<file path="config.mk">
export PLATFORM = sky130hd
export DESIGN_NAME = acq_regs
export DESIGN_NICKNAME = d
export VERILOG_FILES = /design/src/acq_pkg.sv /design/src/acq_trig_counter.sv /design/src/acq_regs.sv
export VERILOG_INCLUDE_DIRS = /design/src
export SDC_FILE = /design/constraint.sdc
export NUM_CORES = 1
export LEC_CHECK = 0
export ABC_AREA = 0
export BUFFER_PORTS_ARGS = -buffer_cell sky130_fd_sc_hd__buf_4
export CAP_MARGIN = 0
export CORE_MARGIN = 2
export CORE_UTILIZATION = 50
export DETAILED_ROUTE_END_ITERATION = 6
export PLACE_DENSITY = 0.77
export SLEW_MARGIN = 10
export SYNTH_ARGS = -nofsm -noshare
export SYNTH_HDL_FRONTEND = slang
export SYNTH_SLANG_ARGS = --single-unit
</file>
<file path="constraint.sdc">
create_clock -name MCLK_IN -period 4.2 [get_ports MCLK_IN]
set_input_delay 0.42 -clock MCLK_IN [delete_from_list [all_inputs] [get_ports MCLK_IN]]
set_output_delay 0.42 -clock MCLK_IN [all_outputs]
set_load 0.01 [all_outputs]
</file>
<file path="src/acq_consts.svh">
// Constants of the acquisition result and configuration register slice.
// Assumes inclusion by bare name from the package and the design modules.
//
// Functional notes
// - External temperature is a read-only unsigned 16-bit result, high and low byte.
// - Current result is a read-only signed 24-bit two's complement value.
// - Current high byte reads by byte at 0x69 and by word at 0x68.
// - Voltage result is unsigned 16-bit read-only, accessed only by word operations.
// - Filter tap index selects highest coefficient used, 0 to 15, resets to 14.
// - Trigger period is 16-bit read/write, resets to zero, sets trigger counter terminal count.
// - Trigger counter counts up from zero once per low-power clock tick.
// - In low-power mode a period match starts current and temperature acquisition.
// - A zero trigger period makes low-power acquisition continuous.
// - Wake filter period is 8-bit read/write, resets to zero.
// - Hold time mask bits gate the hold time field of the same write.
// - Coefficient mask bits gate the IIR coefficient field of the same write.
// - Fast mode mask bit gates the amplifier fast mode bit of the same write.
// - Registers decode at base 0x0200 blocking and 0x0300 non-blocking.
// - Hold time code 00 disables; 01, 10, 11 hold 3, 4, 5 filter clock cycles.
// - IIR codes 000 to 100 give alpha 1/8 to 1/128; others disable the filter.
`ifndef ACQ_CONSTS_SVH
`define ACQ_CONSTS_SVH

// Bases and offsets.
`define ACQ_BASE_BLOCK     16'h0200
`define ACQ_BASE_NONBLOCK  16'h0300
`define ACQ_BASE_MASK      16'hFF00
`define ACQ_OFF_EXT_TEMP_VALUE_HI   8'h66
`define ACQ_OFF_EXT_TEMP_VALUE_LO   8'h67
`define ACQ_OFF_CURRENT_VALUE_WORD  8'h68
`define ACQ_OFF_CURRENT_VALUE_HI    8'h69
`define ACQ_OFF_CURRENT_VALUE_LO    8'h6A
`define ACQ_OFF_VOLTAGE_VALUE       8'h6C
`define ACQ_OFF_TAP        8'h6E
`define ACQ_OFF_PERIOD     8'h70
`define ACQ_OFF_WAKE       8'h72
`define ACQ_OFF_CHOP_MASK  8'h74
`define ACQ_OFF_CHOP_CTRL  8'h75

// Field positions in the chopper control byte and its mask byte.
`define ACQ_HOLD_LSB       4
`define ACQ_IIR_LSB        1
`define ACQ_FAST_BIT       0

// Reset values.
`define ACQ_TAP_RST        4'hE
`define ACQ_PERIOD_RST     16'h0000
`define ACQ_WAKE_RST       8'h00
`define ACQ_HOLD_RST       2'h0
`define ACQ_IIR_RST        3'h0
`define ACQ_FAST_RST       1'b0

// Hold time decode in filter clock cycles, and IIR decode.
`define ACQ_HOLD_CYC_01    3'h3
`define ACQ_HOLD_CYC_10    3'h4
`define ACQ_HOLD_CYC_11    3'h5
`define ACQ_IIR_LAST_CODE  3'h4
`define ACQ_IIR_BASE_SHIFT 3'h3

`endif

</file>
<file path="src/acq_pkg.sv">
// Types shared by the register slice and its trigger counter.
// Assumes acq_consts.svh sits in the include path.
`include "acq_consts.svh"

package acq_pkg;

    ////////////////////////////////////////////////////////////////////////////
    typedef struct packed {
        logic [15:0] addr;
        logic        rd;
        logic        wr;
        logic        word;
        logic [15:0] wdata;
    } acq_bus_req_t;

    typedef struct packed {
        logic [1:0] hold;
        logic [2:0] iir;
        logic       fast;
    } acq_chop_t;

    typedef struct packed {
        logic [15:0] ext_temp_value;
        logic [23:0] current_value;
        logic [15:0] voltage_value;
        logic [3:0]  tap;
        logic [15:0] period;
        logic [7:0]  wake;
        acq_chop_t   chop;
        logic [2:0]  hold_cyc;
        logic        iir_en;
        logic [2:0]  iir_shift;
        logic        contin;
        logic [15:0] rdata;
        logic        rvalid;
    } acq_regs_st_t;

    typedef struct packed {
        logic [1:0]  sync;
        logic        prev;
        logic [15:0] count;
        logic        start;
    } acq_trig_st_t;

endpackage : acq_pkg

</file>
<file path="src/acq_trig_counter.sv">
// Low-power cyclic trigger counter.
// Assumes the low-power clock arrives as an asynchronous pin and is sampled here.
`include "acq_consts.svh"

module acq_trig_counter (
    // Clock and reset
    input  wire logic        clk_in,
    input  wire logic        rst_in,
    // Low-power clock pin and mode
    input  wire logic        lpclk_pin_in,
    input  wire logic        lp_mode_in,
    input  wire logic [15:0] period_in,
    // Trigger
    output logic             start_out,
    output logic [15:0]      count_out
);

    acq_pkg::acq_trig_st_t st_q;
    acq_pkg::acq_trig_st_t st_d;
    logic                  tick;

    ////////////////////////////////////////////////////////////////////////////
    // The tick edge reads only the second sync stage, never the first.
    assign tick = st_q.sync[1] & ~st_q.prev;

    always_comb begin
        st_d       = st_q;
        st_d.sync  = {st_q.sync[0], lpclk_pin_in};
        st_d.prev  = st_q.sync[1];
        st_d.start = 1'b0;
        if (!lp_mode_in) begin
            st_d.count = 16'h0000;
        end else if (tick) begin
            if (st_q.count == period_in) begin
                st_d.start = 1'b1;
                st_d.count = 16'h0000;
            end else begin
                st_d.count = st_q.count + 16'h0001;
            end
        end
    end

    // A period lowered below the running count wraps the counter once, which is harmless.
    always_ff @(posedge clk_in or posedge rst_in) begin
        if (rst_in) begin
            st_q <= '0;
        end else begin
            st_q <= st_d;
        end
    end

    assign start_out = st_q.start;
    assign count_out = st_q.count;

endmodule : acq_trig_counter

</file>
<file path="src/acq_regs.sv">
// Acquisition result and configuration register slice.
// Assumes a register port from the microcontroller and result loads from the acquisition unit,
// all on the system clock; only the low-power clock pin and SYS_RST_IN are asynchronous.
`include "acq_consts.svh"

module acq_regs (
    // Clock and reset
    input  wire logic        MCLK_IN,
    input  wire logic        SYS_RST_IN,
    // Register port
    input  wire logic [15:0] BUS_ADDR_IN,
    input  wire logic        BUS_RD_IN,
    input  wire logic        BUS_WR_IN,
    input  wire logic        BUS_WORD_IN,
    input  wire logic [15:0] BUS_WDATA_IN,
    output logic [15:0]      BUS_RDATA_OUT,
    output logic             BUS_RVALID_OUT,
    // Result loads from the acquisition unit
    input  wire logic [15:0] EXT_TEMP_VALUE_IN,
    input  wire logic        EXT_TEMP_LOAD_IN,
    input  wire logic [23:0] CURRENT_VALUE_IN,
    input  wire logic        CURRENT_LOAD_IN,
    input  wire logic [15:0] VOLTAGE_VALUE_IN,
    input  wire logic        VOLTAGE_LOAD_IN,
    // Low-power trigger
    input  wire logic        LOWPOWER_CLOCK_IN,
    input  wire logic        LOWPOWER_MODE_IN,
    output logic             ACQ_START_OUT,
    output logic             ACQ_CONTINUOUS_OUT,
    output logic [15:0]      TRIGGER_COUNT_OUT,
    // Configuration to the filter datapath
    output logic [3:0]       FILTER_TAP_INDEX_OUT,
    output logic [7:0]       WAKE_FILTER_PERIOD_OUT,
    output logic [1:0]       SWAP_HOLD_TIME_OUT,
    output logic [2:0]       HOLD_CYCLES_OUT,
    output logic [2:0]       IIR_COEFFICIENT_OUT,
    output logic             IIR_ENABLE_OUT,
    output logic [2:0]       IIR_SHIFT_OUT,
    output logic             AMP_FAST_MODE_OUT
);

    acq_pkg::acq_regs_st_t st_q;
    acq_pkg::acq_regs_st_t st_d;
    acq_pkg::acq_bus_req_t req;
    logic                  hit;
    logic [7:0]            off;
    logic [7:0]            off_even;
    logic [7:0]            wr_hi;
    logic [7:0]            wr_lo;
    logic [7:0]            mask;
    logic [7:0]            ctrl;

    ////////////////////////////////////////////////////////////////////////////
    // Byte readback. Word-only registers answer zero to byte reads.
    function automatic logic [7:0] rd_byte(input acq_pkg::acq_regs_st_t s,
                                           input logic [7:0] a,
                                           input logic w);
        logic [7:0] b;
        b = 8'h00;
        case (a)
            `ACQ_OFF_EXT_TEMP_VALUE_HI:          b = s.ext_temp_value[15:8];
            `ACQ_OFF_EXT_TEMP_VALUE_LO:          b = s.ext_temp_value[7:0];
            `ACQ_OFF_CURRENT_VALUE_HI:           b = s.current_value[23:16];
            `ACQ_OFF_CURRENT_VALUE_LO:           b = w ? s.current_value[15:8] : 8'h00;
            `ACQ_OFF_CURRENT_VALUE_LO + 8'h01:   b = w ? s.current_value[7:0] : 8'h00;
            `ACQ_OFF_VOLTAGE_VALUE:              b = w ? s.voltage_value[15:8] : 8'h00;
            `ACQ_OFF_VOLTAGE_VALUE + 8'h01:      b = w ? s.voltage_value[7:0] : 8'h00;
            `ACQ_OFF_TAP:               b = {4'h0, s.tap};
            `ACQ_OFF_PERIOD:            b = w ? s.period[15:8] : 8'h00;
            `ACQ_OFF_PERIOD + 8'h01:    b = w ? s.period[7:0] : 8'h00;
            `ACQ_OFF_WAKE:              b = s.wake;
            `ACQ_OFF_CHOP_MASK:         b = 8'h00;
            `ACQ_OFF_CHOP_CTRL:         b = {2'b00, s.chop.hold, s.chop.iir, s.chop.fast};
            default:                    b = 8'h00;
        endcase
        return b;
    endfunction : rd_byte

    // Masked update of one chopper control field.
    function automatic logic [2:0] masked(input logic [2:0] old_v,
                                          input logic [2:0] new_v,
                                          input logic [2:0] m);
        return (old_v & ~m) | (new_v & m);
    endfunction : masked

    ////////////////////////////////////////////////////////////////////////////
    // Request decode.
    assign req.addr  = BUS_ADDR_IN;
    assign req.rd    = BUS_RD_IN;
    assign req.wr    = BUS_WR_IN;
    assign req.word  = BUS_WORD_IN;
    assign req.wdata = BUS_WDATA_IN;

    // Both windows reach the same registers; the blocking distinction lies in the bus fabric.
    assign hit      = ((req.addr & `ACQ_BASE_MASK) == `ACQ_BASE_BLOCK) |
                      ((req.addr & `ACQ_BASE_MASK) == `ACQ_BASE_NONBLOCK);
    assign off      = req.addr[7:0];
    assign off_even = {off[7:1], 1'b0};
    // Word accesses are big-endian: the high data byte goes to the even offset.
    assign wr_hi    = req.word ? req.wdata[15:8] : req.wdata[7:0];
    assign wr_lo    = req.wdata[7:0];
    assign mask     = req.wdata[15:8];
    assign ctrl     = req.wdata[7:0];

    ////////////////////////////////////////////////////////////////////////////
    // Next state.
    always_comb begin
        st_d        = st_q;
        st_d.rvalid = 1'b0;

        if (EXT_TEMP_LOAD_IN) begin
            st_d.ext_temp_value = EXT_TEMP_VALUE_IN;
        end
        if (CURRENT_LOAD_IN) begin
            st_d.current_value = CURRENT_VALUE_IN;
        end
        if (VOLTAGE_LOAD_IN) begin
            st_d.voltage_value = VOLTAGE_VALUE_IN;
        end

        if (hit && req.wr) begin
            if (req.word) begin
                case (off_even)
                    `ACQ_OFF_TAP:    st_d.tap = wr_hi[3:0];
                    `ACQ_OFF_PERIOD: st_d.period = req.wdata;
                    `ACQ_OFF_WAKE:   st_d.wake = wr_hi;
                    `ACQ_OFF_CHOP_MASK: begin
                        // The mask byte lives only in this write and is never stored.
                        st_d.chop.hold = 2'(masked({1'b0, st_q.chop.hold},
                                                   {1'b0, ctrl[`ACQ_HOLD_LSB +: 2]},
                                                   {1'b0, mask[`ACQ_HOLD_LSB +: 2]}));
                        st_d.chop.iir  = masked(st_q.chop.iir, ctrl[`ACQ_IIR_LSB +: 3],
                                                mask[`ACQ_IIR_LSB +: 3]);
                        if (mask[`ACQ_FAST_BIT]) begin
                            st_d.chop.fast = ctrl[`ACQ_FAST_BIT];
                        end
                    end
                    default: begin
                    end
                endcase
            end else begin
                // Byte writes touch only byte-wide registers; without the mask a
                // chopper byte write changes nothing.
                case (off)
                    `ACQ_OFF_TAP:  st_d.tap = wr_lo[3:0];
                    `ACQ_OFF_WAKE: st_d.wake = wr_lo;
                    default: begin
                    end
                endcase
            end
        end

        if (hit && req.rd) begin
            st_d.rvalid = 1'b1;
            if (req.word) begin
                st_d.rdata = {rd_byte(st_q, off_even, 1'b1),
                              rd_byte(st_q, {off[7:1], 1'b1}, 1'b1)};
            end else begin
                st_d.rdata = {8'h00, rd_byte(st_q, off, 1'b0)};
            end
        end else if (req.rd) begin
            st_d.rvalid = 1'b1;
            st_d.rdata  = 16'h0000;
        end

        case (st_d.chop.hold)
            2'b01:   st_d.hold_cyc = `ACQ_HOLD_CYC_01;
            2'b10:   st_d.hold_cyc = `ACQ_HOLD_CYC_10;
            2'b11:   st_d.hold_cyc = `ACQ_HOLD_CYC_11;
            default: st_d.hold_cyc = 3'h0;
        endcase
        st_d.iir_en    = (st_d.chop.iir <= `ACQ_IIR_LAST_CODE);
        st_d.iir_shift = st_d.iir_en ? (st_d.chop.iir + `ACQ_IIR_BASE_SHIFT) : 3'h0;
        st_d.contin    = LOWPOWER_MODE_IN && (st_d.period == 16'h0000);
    end

    always_ff @(posedge MCLK_IN or posedge SYS_RST_IN) begin
        if (SYS_RST_IN) begin
            st_q           <= '0;
            st_q.tap       <= `ACQ_TAP_RST;
            st_q.period    <= `ACQ_PERIOD_RST;
            st_q.wake      <= `ACQ_WAKE_RST;
            st_q.chop.hold <= `ACQ_HOLD_RST;
            st_q.chop.iir  <= `ACQ_IIR_RST;
            st_q.chop.fast <= `ACQ_FAST_RST;
            st_q.iir_en    <= 1'b1;
            st_q.iir_shift <= `ACQ_IIR_BASE_SHIFT;
        end else begin
            st_q <= st_d;
        end
    end

    ////////////////////////////////////////////////////////////////////////////
    // Trigger counter. Software must keep a nonzero period above one acquisition time.
    acq_trig_counter u_trig (
        .clk_in       (MCLK_IN),
        .rst_in       (SYS_RST_IN),
        .lpclk_pin_in (LOWPOWER_CLOCK_IN),
        .lp_mode_in   (LOWPOWER_MODE_IN),
        .period_in    (st_q.period),
        .start_out    (ACQ_START_OUT),
        .count_out    (TRIGGER_COUNT_OUT)
    );

    ////////////////////////////////////////////////////////////////////////////
    assign BUS_RDATA_OUT          = st_q.rdata;
    assign BUS_RVALID_OUT         = st_q.rvalid;
    assign ACQ_CONTINUOUS_OUT     = st_q.contin;
    assign FILTER_TAP_INDEX_OUT   = st_q.tap;
    assign WAKE_FILTER_PERIOD_OUT = st_q.wake;
    assign SWAP_HOLD_TIME_OUT     = st_q.chop.hold;
    assign HOLD_CYCLES_OUT        = st_q.hold_cyc;
    assign IIR_COEFFICIENT_OUT    = st_q.chop.iir;
    assign IIR_ENABLE_OUT         = st_q.iir_en;
    assign IIR_SHIFT_OUT          = st_q.iir_shift;
    assign AMP_FAST_MODE_OUT      = st_q.chop.fast;

endmodule : acq_regs

</file>
* After elaboration in Yosys (flattened, before gate mapping)
Cells that the tools add are included.
** Word-level totals
- Register bits after elaboration :: 135
- Latch bits :: 0
- RAM bits :: 0
- Bits in read-only memories :: 0
- Output and inout bits :: 60
- Logic and storage cells :: 91
- Memories :: 0
** Cells by class
- Add/sub/neg operators :: 2
- Multiply operators :: 0
- Div/mod/pow operators :: 0
- $lt $le $gt $ge :: 1
- Equality and inequality tests :: 23
- Shift-type cells :: 0
- Muxes and demuxes :: 25
- Bitwise logic cells :: 11
- Reduce and logical (&&, ||, !) cells :: 10
** Operator list (number)
- $pmux 8 s6 :: 3
- $mux 16 :: 5
- $eq 7x6->1 const B :: 8
- $mux 17 :: 3
- $eq 8x7->1 const B :: 6
- $mux 30 :: 1
- $mux 8 :: 3
- $add 16x1->16 const B :: 1
- $eq 16x16->1 :: 1
- $eq 8x2->1 const B :: 2
- $logic_not 16->1 :: 1
- $mux 4 :: 3
- $mux 6 :: 2
- $pmux 3 s3 :: 1
- $and 3x3->3 :: 2
- $ne 2x1->1 const B :: 3
- $reduce_and 3->1 :: 2
- $reduce_bool 2->1 :: 3
- $and 2x2->2 :: 2
- $eq 2x2->1 const B :: 2
- $reduce_and 4->1 :: 1
- $add 3x2->3 const B :: 1
- $le 3x3->1 const B :: 1
- $logic_and 1x1->1 :: 3
- other kinds (10) :: 12

* Longest topological paths before layout
- Depth in word-level cells :: 8
- Depth in mapped cells :: 9
- Gate-level depth less buffers :: 8

* Hierarchy
From an unflattened synthesis, not the netlist that was laid out.
** Unflattened totals
- Cells, all modules :: 643
- Area, all modules :: 7290.7 µm²
** By module, submodules not included
- acq_regs :: times used 1, cells an instance 497, area each 5904.4 µm², seq. area each 2860.2 µm²
- acq_trig_counter :: times used 1, cells an instance 146, area each 1386.3 µm², seq. area each 500.5 µm²

* Worst setup path after synthesis
OpenSTA, ideal clock, no wires.
- Kind :: input-to-reg
- Start :: in BUS_ADDR_IN[15]
- End :: reg st_q (netlist bit IIR_SHIFT_OUT[1])
- Library setup time :: 0.059 ns
- Arrival time :: 1.967 ns
- Required time :: 4.141 ns
- Slack :: 2.175 ns
- Stages on the path :: 8
- Cells stage by stage :: nor4_1 -> and4_1 -> buf_2 -> and2_1 -> a21boi_0 -> a31oi_1 -> ha_1 -> o21ba_2
** RTL lines
- start, declared :: RTL line acq_regs.sv:11 : input wire logic [15:0] BUS_ADDR_IN,
- end signal, assigned :: RTL line acq_regs.sv:189 : st_q <= st_d;
- end, declared :: RTL line acq_regs.sv:42 : acq_pkg::acq_regs_st_t st_q;

* Worst setup path after layout
- Start :: reg u_trig.st_q (netlist bit u_trig.count_out[6])
- End :: reg u_trig.st_q (netlist bit u_trig.count_out[9])
** On the way
- Cells in the longest elaborated chain, start to end :: 4
- Elaborated cells between the ends (all ways) :: 5
** Ends and longest elaborated chain
- start, declared :: RTL line acq_trig_counter.sv:18 : acq_pkg::acq_trig_st_t st_q;
- start signal, assigned :: RTL line acq_trig_counter.sv:48 : st_q <= st_d;
- $add 16x1->16 or $eq 16x16->1 (tied branches) :: RTL line acq_trig_counter.sv:38, acq_trig_counter.sv:34
- $mux 16 (*) :: RTL line acq_trig_counter.sv:34 : if (st_q.count == period_in) begin
- $mux 17 (*) :: RTL line acq_trig_counter.sv:33 : end else if (tick) begin
- $mux 16 (*) :: RTL line acq_trig_counter.sv:31 : if (!lp_mode_in) begin
Every way passes the cells marked *; elsewhere a longest branch is shown, timed or not. The select of a mux whose other input is x is not followed.
A chain may end at the register's enable or synchronous reset.

==> metrics.txt <==
result of the run finished, final reports clean; routed length per instance 21.77 um; Die Y-Extent 124.5 um; num rows 44; register area 0.003361 mm^2; GR Overflow Total 0; count of synthesis-stage warnings from yosys 0; Worst Reg2Reg Path Length in Cells 5; synthesized net count 769; endpoint required time on the critical path 4.49 ns; Num Clock Sinks 134; total power 3.149 mW; Clock Pin Slew Worst Setup and Hold Paths 0.05 ns; Final Skew 0.005442 ns; list of cells traversed by the critical path xor2_1 > nor4_1 > nand4_1 > nand2_1 > o21ai_0; switching component of the power 730.8 uW; vias in the first global route 5,850; maximum number of pins on one net before global-route repair 78; Seq/Total Area, Yosys 0.4627; count of endpoints failing hold in the final timing report 0; IO Pins 158; Post-synth ARST share 1.000; area overhead of the layout relative to synthesis 19.84%; final RePlAce weighted congestion 0.8806; clock latency reported for the late side of the worst-skew pair 0.42 ns; Crit path max-delay family simple AND/OR/NAND/NOR gates; critical path launch point type flip-flop; worst slew pin tran 0.9573 ns; maximum clock frequency 0.3873 GHz; ranking of synthesized cells by area dfrtp_1, mux2_2, buf_4, mux2i_1, dfstp_2; most common flop cell mapped by yosys dfrtp_1; class of the most critical setup path reg -> reg; cell accounting for the most synthesized area dfrtp_1; fraction of synthesized cell area taken by the top area cell type 0.4410; RSZ-0062 raised after global routing false; share of power burned in combinational logic 0.092; Inserted Diodes 0; root buf cell clkbuf_16; Slew Limit Fails 0; filler cell count 1,185; mean instance size in the synthesized netlist 10.87 um^2; total CTS buffers 17; Overall Global Routing Usage 0.2701; total number of H-tree levels 4; Crit Path Max Fanout 20; count of flip-flops with a built-in enable after synthesis 0; Initial DRT Pass Iterations 5; number of storage elements in the synthesis netlist 134; crit share post-route 0.6148; die width 124.5 um; DRC violations left 0; shortest period the worst path allows 2.582 ns; cell depth of the worst hold path 1; die area 0.01551 mm^2; TritonCTS clock tree done; Cell Pwr Density 361.8 mW/mm^2; Worst path depth 5; number of hold buffers added after cts 0; count of nets left with antenna violations after detail routing 0; static leakage power 3.997 nW; area taken by multi-input logic gates 0.003212 mm^2; distinct cell type count after synthesis 67; IR Drop Worst-Case VDD 273.3 uV; Slew HR 0.3618; total standard cell area after synthesis 0.007263 mm^2; critical path data arrival time 2.87 ns; core region area 0.01437 mm^2; DR vias/cell 6.108; Net count, final 855; total of cells resized after clock tree synthesis 0; Int Power 2.418 mW; Iter 0 DRT Violations 465; max-capacitance violation count 0; total of endpoints with negative setup slack in the final report 0; half-perimeter wire length after placement 15,310 um; path type of the worst min-delay path in -> reg; number of buffers and inverters on the critical path 0; global-route wire length before repair 32,560 um; net switching fraction of the power 0.2321; via count of the routed design 5,809; initial cell density of the core 0.5055; post-detailed-routing wire length 20,710 um; critical path capture point type flip-flop; initial antenna violation count 0; clock share of power 0.467; fraction of layout cells with a size suffix above 1 0.3807; highest-delay cell along the critical path nand4_1; Cells after Synth 668; maximum buffer depth of the clock tree 2; Critical Path Max Stage Delay 0.70 ns; summed negative setup slack over all endpoints 0 ns; number of port buffers 156; postcts setup bufs 0; sequential share of power 0.441
## layout by cell type, fill, tap and decap left out, drive strengths merged, types with 10 or more instances in the layout
cell type	n
a221oi	10
a22o	11
a22oi	18
a31oi	10
and2	11
and3	10
buf	158
clkbuf	25
dfrtp	128
inv	28
mux2	82
mux2i	19
nand2	41
nand3	13
nor2	12
nor2b	11
nor4	21
o21ai	22
xor2	17
## final timing paths
check	start	endpoint	slack [ns]
setup / recovery	u_trig.count_out[6]	u_trig.count_out[9]	1.62
max in group asynchronous	SYS_RST_IN	IIR_SHIFT_OUT[0]	3.10
min in group asynchronous	SYS_RST_IN	u_trig.st_d[17]	0.22
setup reg to reg	u_trig.count_out[6]	u_trig.count_out[9]	1.62
hold reg to reg	u_trig.st_d[19]	u_trig.st_d[17]	0.35
hold / removal	LOWPOWER_CLOCK_IN	u_trig.st_d[19]	0.11
## through the flow
stage / hold slack (ns) / instance area [um^2] / util / setup WS, ns / std cells
5_1_grt: 0.08812 / 8705 / 0.6058 / 1.435 / 951
4_1_cts: 0.09429 / 8701 / 0.6055 / 1.680 / 951
2_1_floorplan: 0.3312 / 7263 / - / 0.2072 / 668
3_5_place_dp: 0.3443 / 8109 / 0.5644 / 1.525 / 919
3_3_place_gp: 0.3345 / 8109 / 0.5644 / 1.549 / 919
6_report: 0.1062 / 8705 / 0.6058 / 1.618 / 951
## power groups by stage
stage	combinational, mW	sequential [mW]	clock, mW
3_5_place_dp	0.289	1.41	0
3_3_place_gp	0.279	1.41	0
6_report	0.290	1.39	1.47
5_1_grt	0.316	1.40	1.54
4_1_cts	0.291	1.39	1.49
2_1_floorplan	0.165	1.39	0
## Yosys cell counts (all sizes together), types with 3 or more instances
master / number
a211oi: 7
a21oi: 6
a221oi: 10
a22o: 11
a22oi: 18
a2bb2oi: 4
a31o: 4
a31oi: 10
a32oi: 6
and2: 11
and2b: 3
and3: 10
and4: 3
buf: 72
clkbuf: 19
dfrtp: 128
dfstp: 6
ha: 3
inv: 28
mux2: 82
mux2i: 19
nand2: 41
nand3: 13
nand4: 9
nor2: 12
nor2b: 11
nor3: 8
nor4: 21
o21ai: 22
o22ai: 9
o2bb2ai: 8
o32ai: 5
xnor2: 3
xor2: 17
## kinds of logic after synthesis
family	synth area share
and+or+nand+nor	0.1221
DFF	0.4627
AOI/OAI and AO/OA	0.1351
buffers and inverters	0.09560
muxes	0.1538
xor gates and xnor gates	0.02412
adders and majority gates	0.006547
## state kept, by name, indices dropped and copies added, names as in the netlist
name                    flops
ACQ_CONTINUOUS_OUT          1
AMP_FAST_MODE_OUT           1
BUS_RDATA_OUT              16
BUS_RVALID_OUT              1
FILTER_TAP_INDEX_OUT        4
HOLD_CYCLES_OUT             2
IIR_COEFFICIENT_OUT         3
IIR_ENABLE_OUT              1
IIR_SHIFT_OUT               3
SWAP_HOLD_TIME_OUT          2
WAKE_FILTER_PERIOD_OUT      8
st_q                       72
u_trig.count_out           16
u_trig.st_d                 2
u_trig.st_q                 1
u_trig.start_out            1
## routing by layer
| layer | wire [um] | track usage | vias up |
|---|---|---|---|
| li1 | - | - | 2584 |
| met1 | 8894 | 0.3623 | 2922 |
| met2 | 9925 | 0.4249 | 274 |
| met3 | 1449 | 0.07302 | 29 |
| met4 | 438 | 0.09451 | 0 |
| met5 | 0 | 0 | - |
## final cells by class
cell class / count / area share
clock inverters: 7 / 0.007618
multi-input cells: 414 / 0.3690
repair buffers: 158 / 0.1377
inverters: 29 / 0.01279
clock buffers: 25 / 0.06037
well taps: 184 / 0.02645
flip-flops and latches: 134 / 0.3861
No activity file was read; power rests on OpenSTA's default activity.
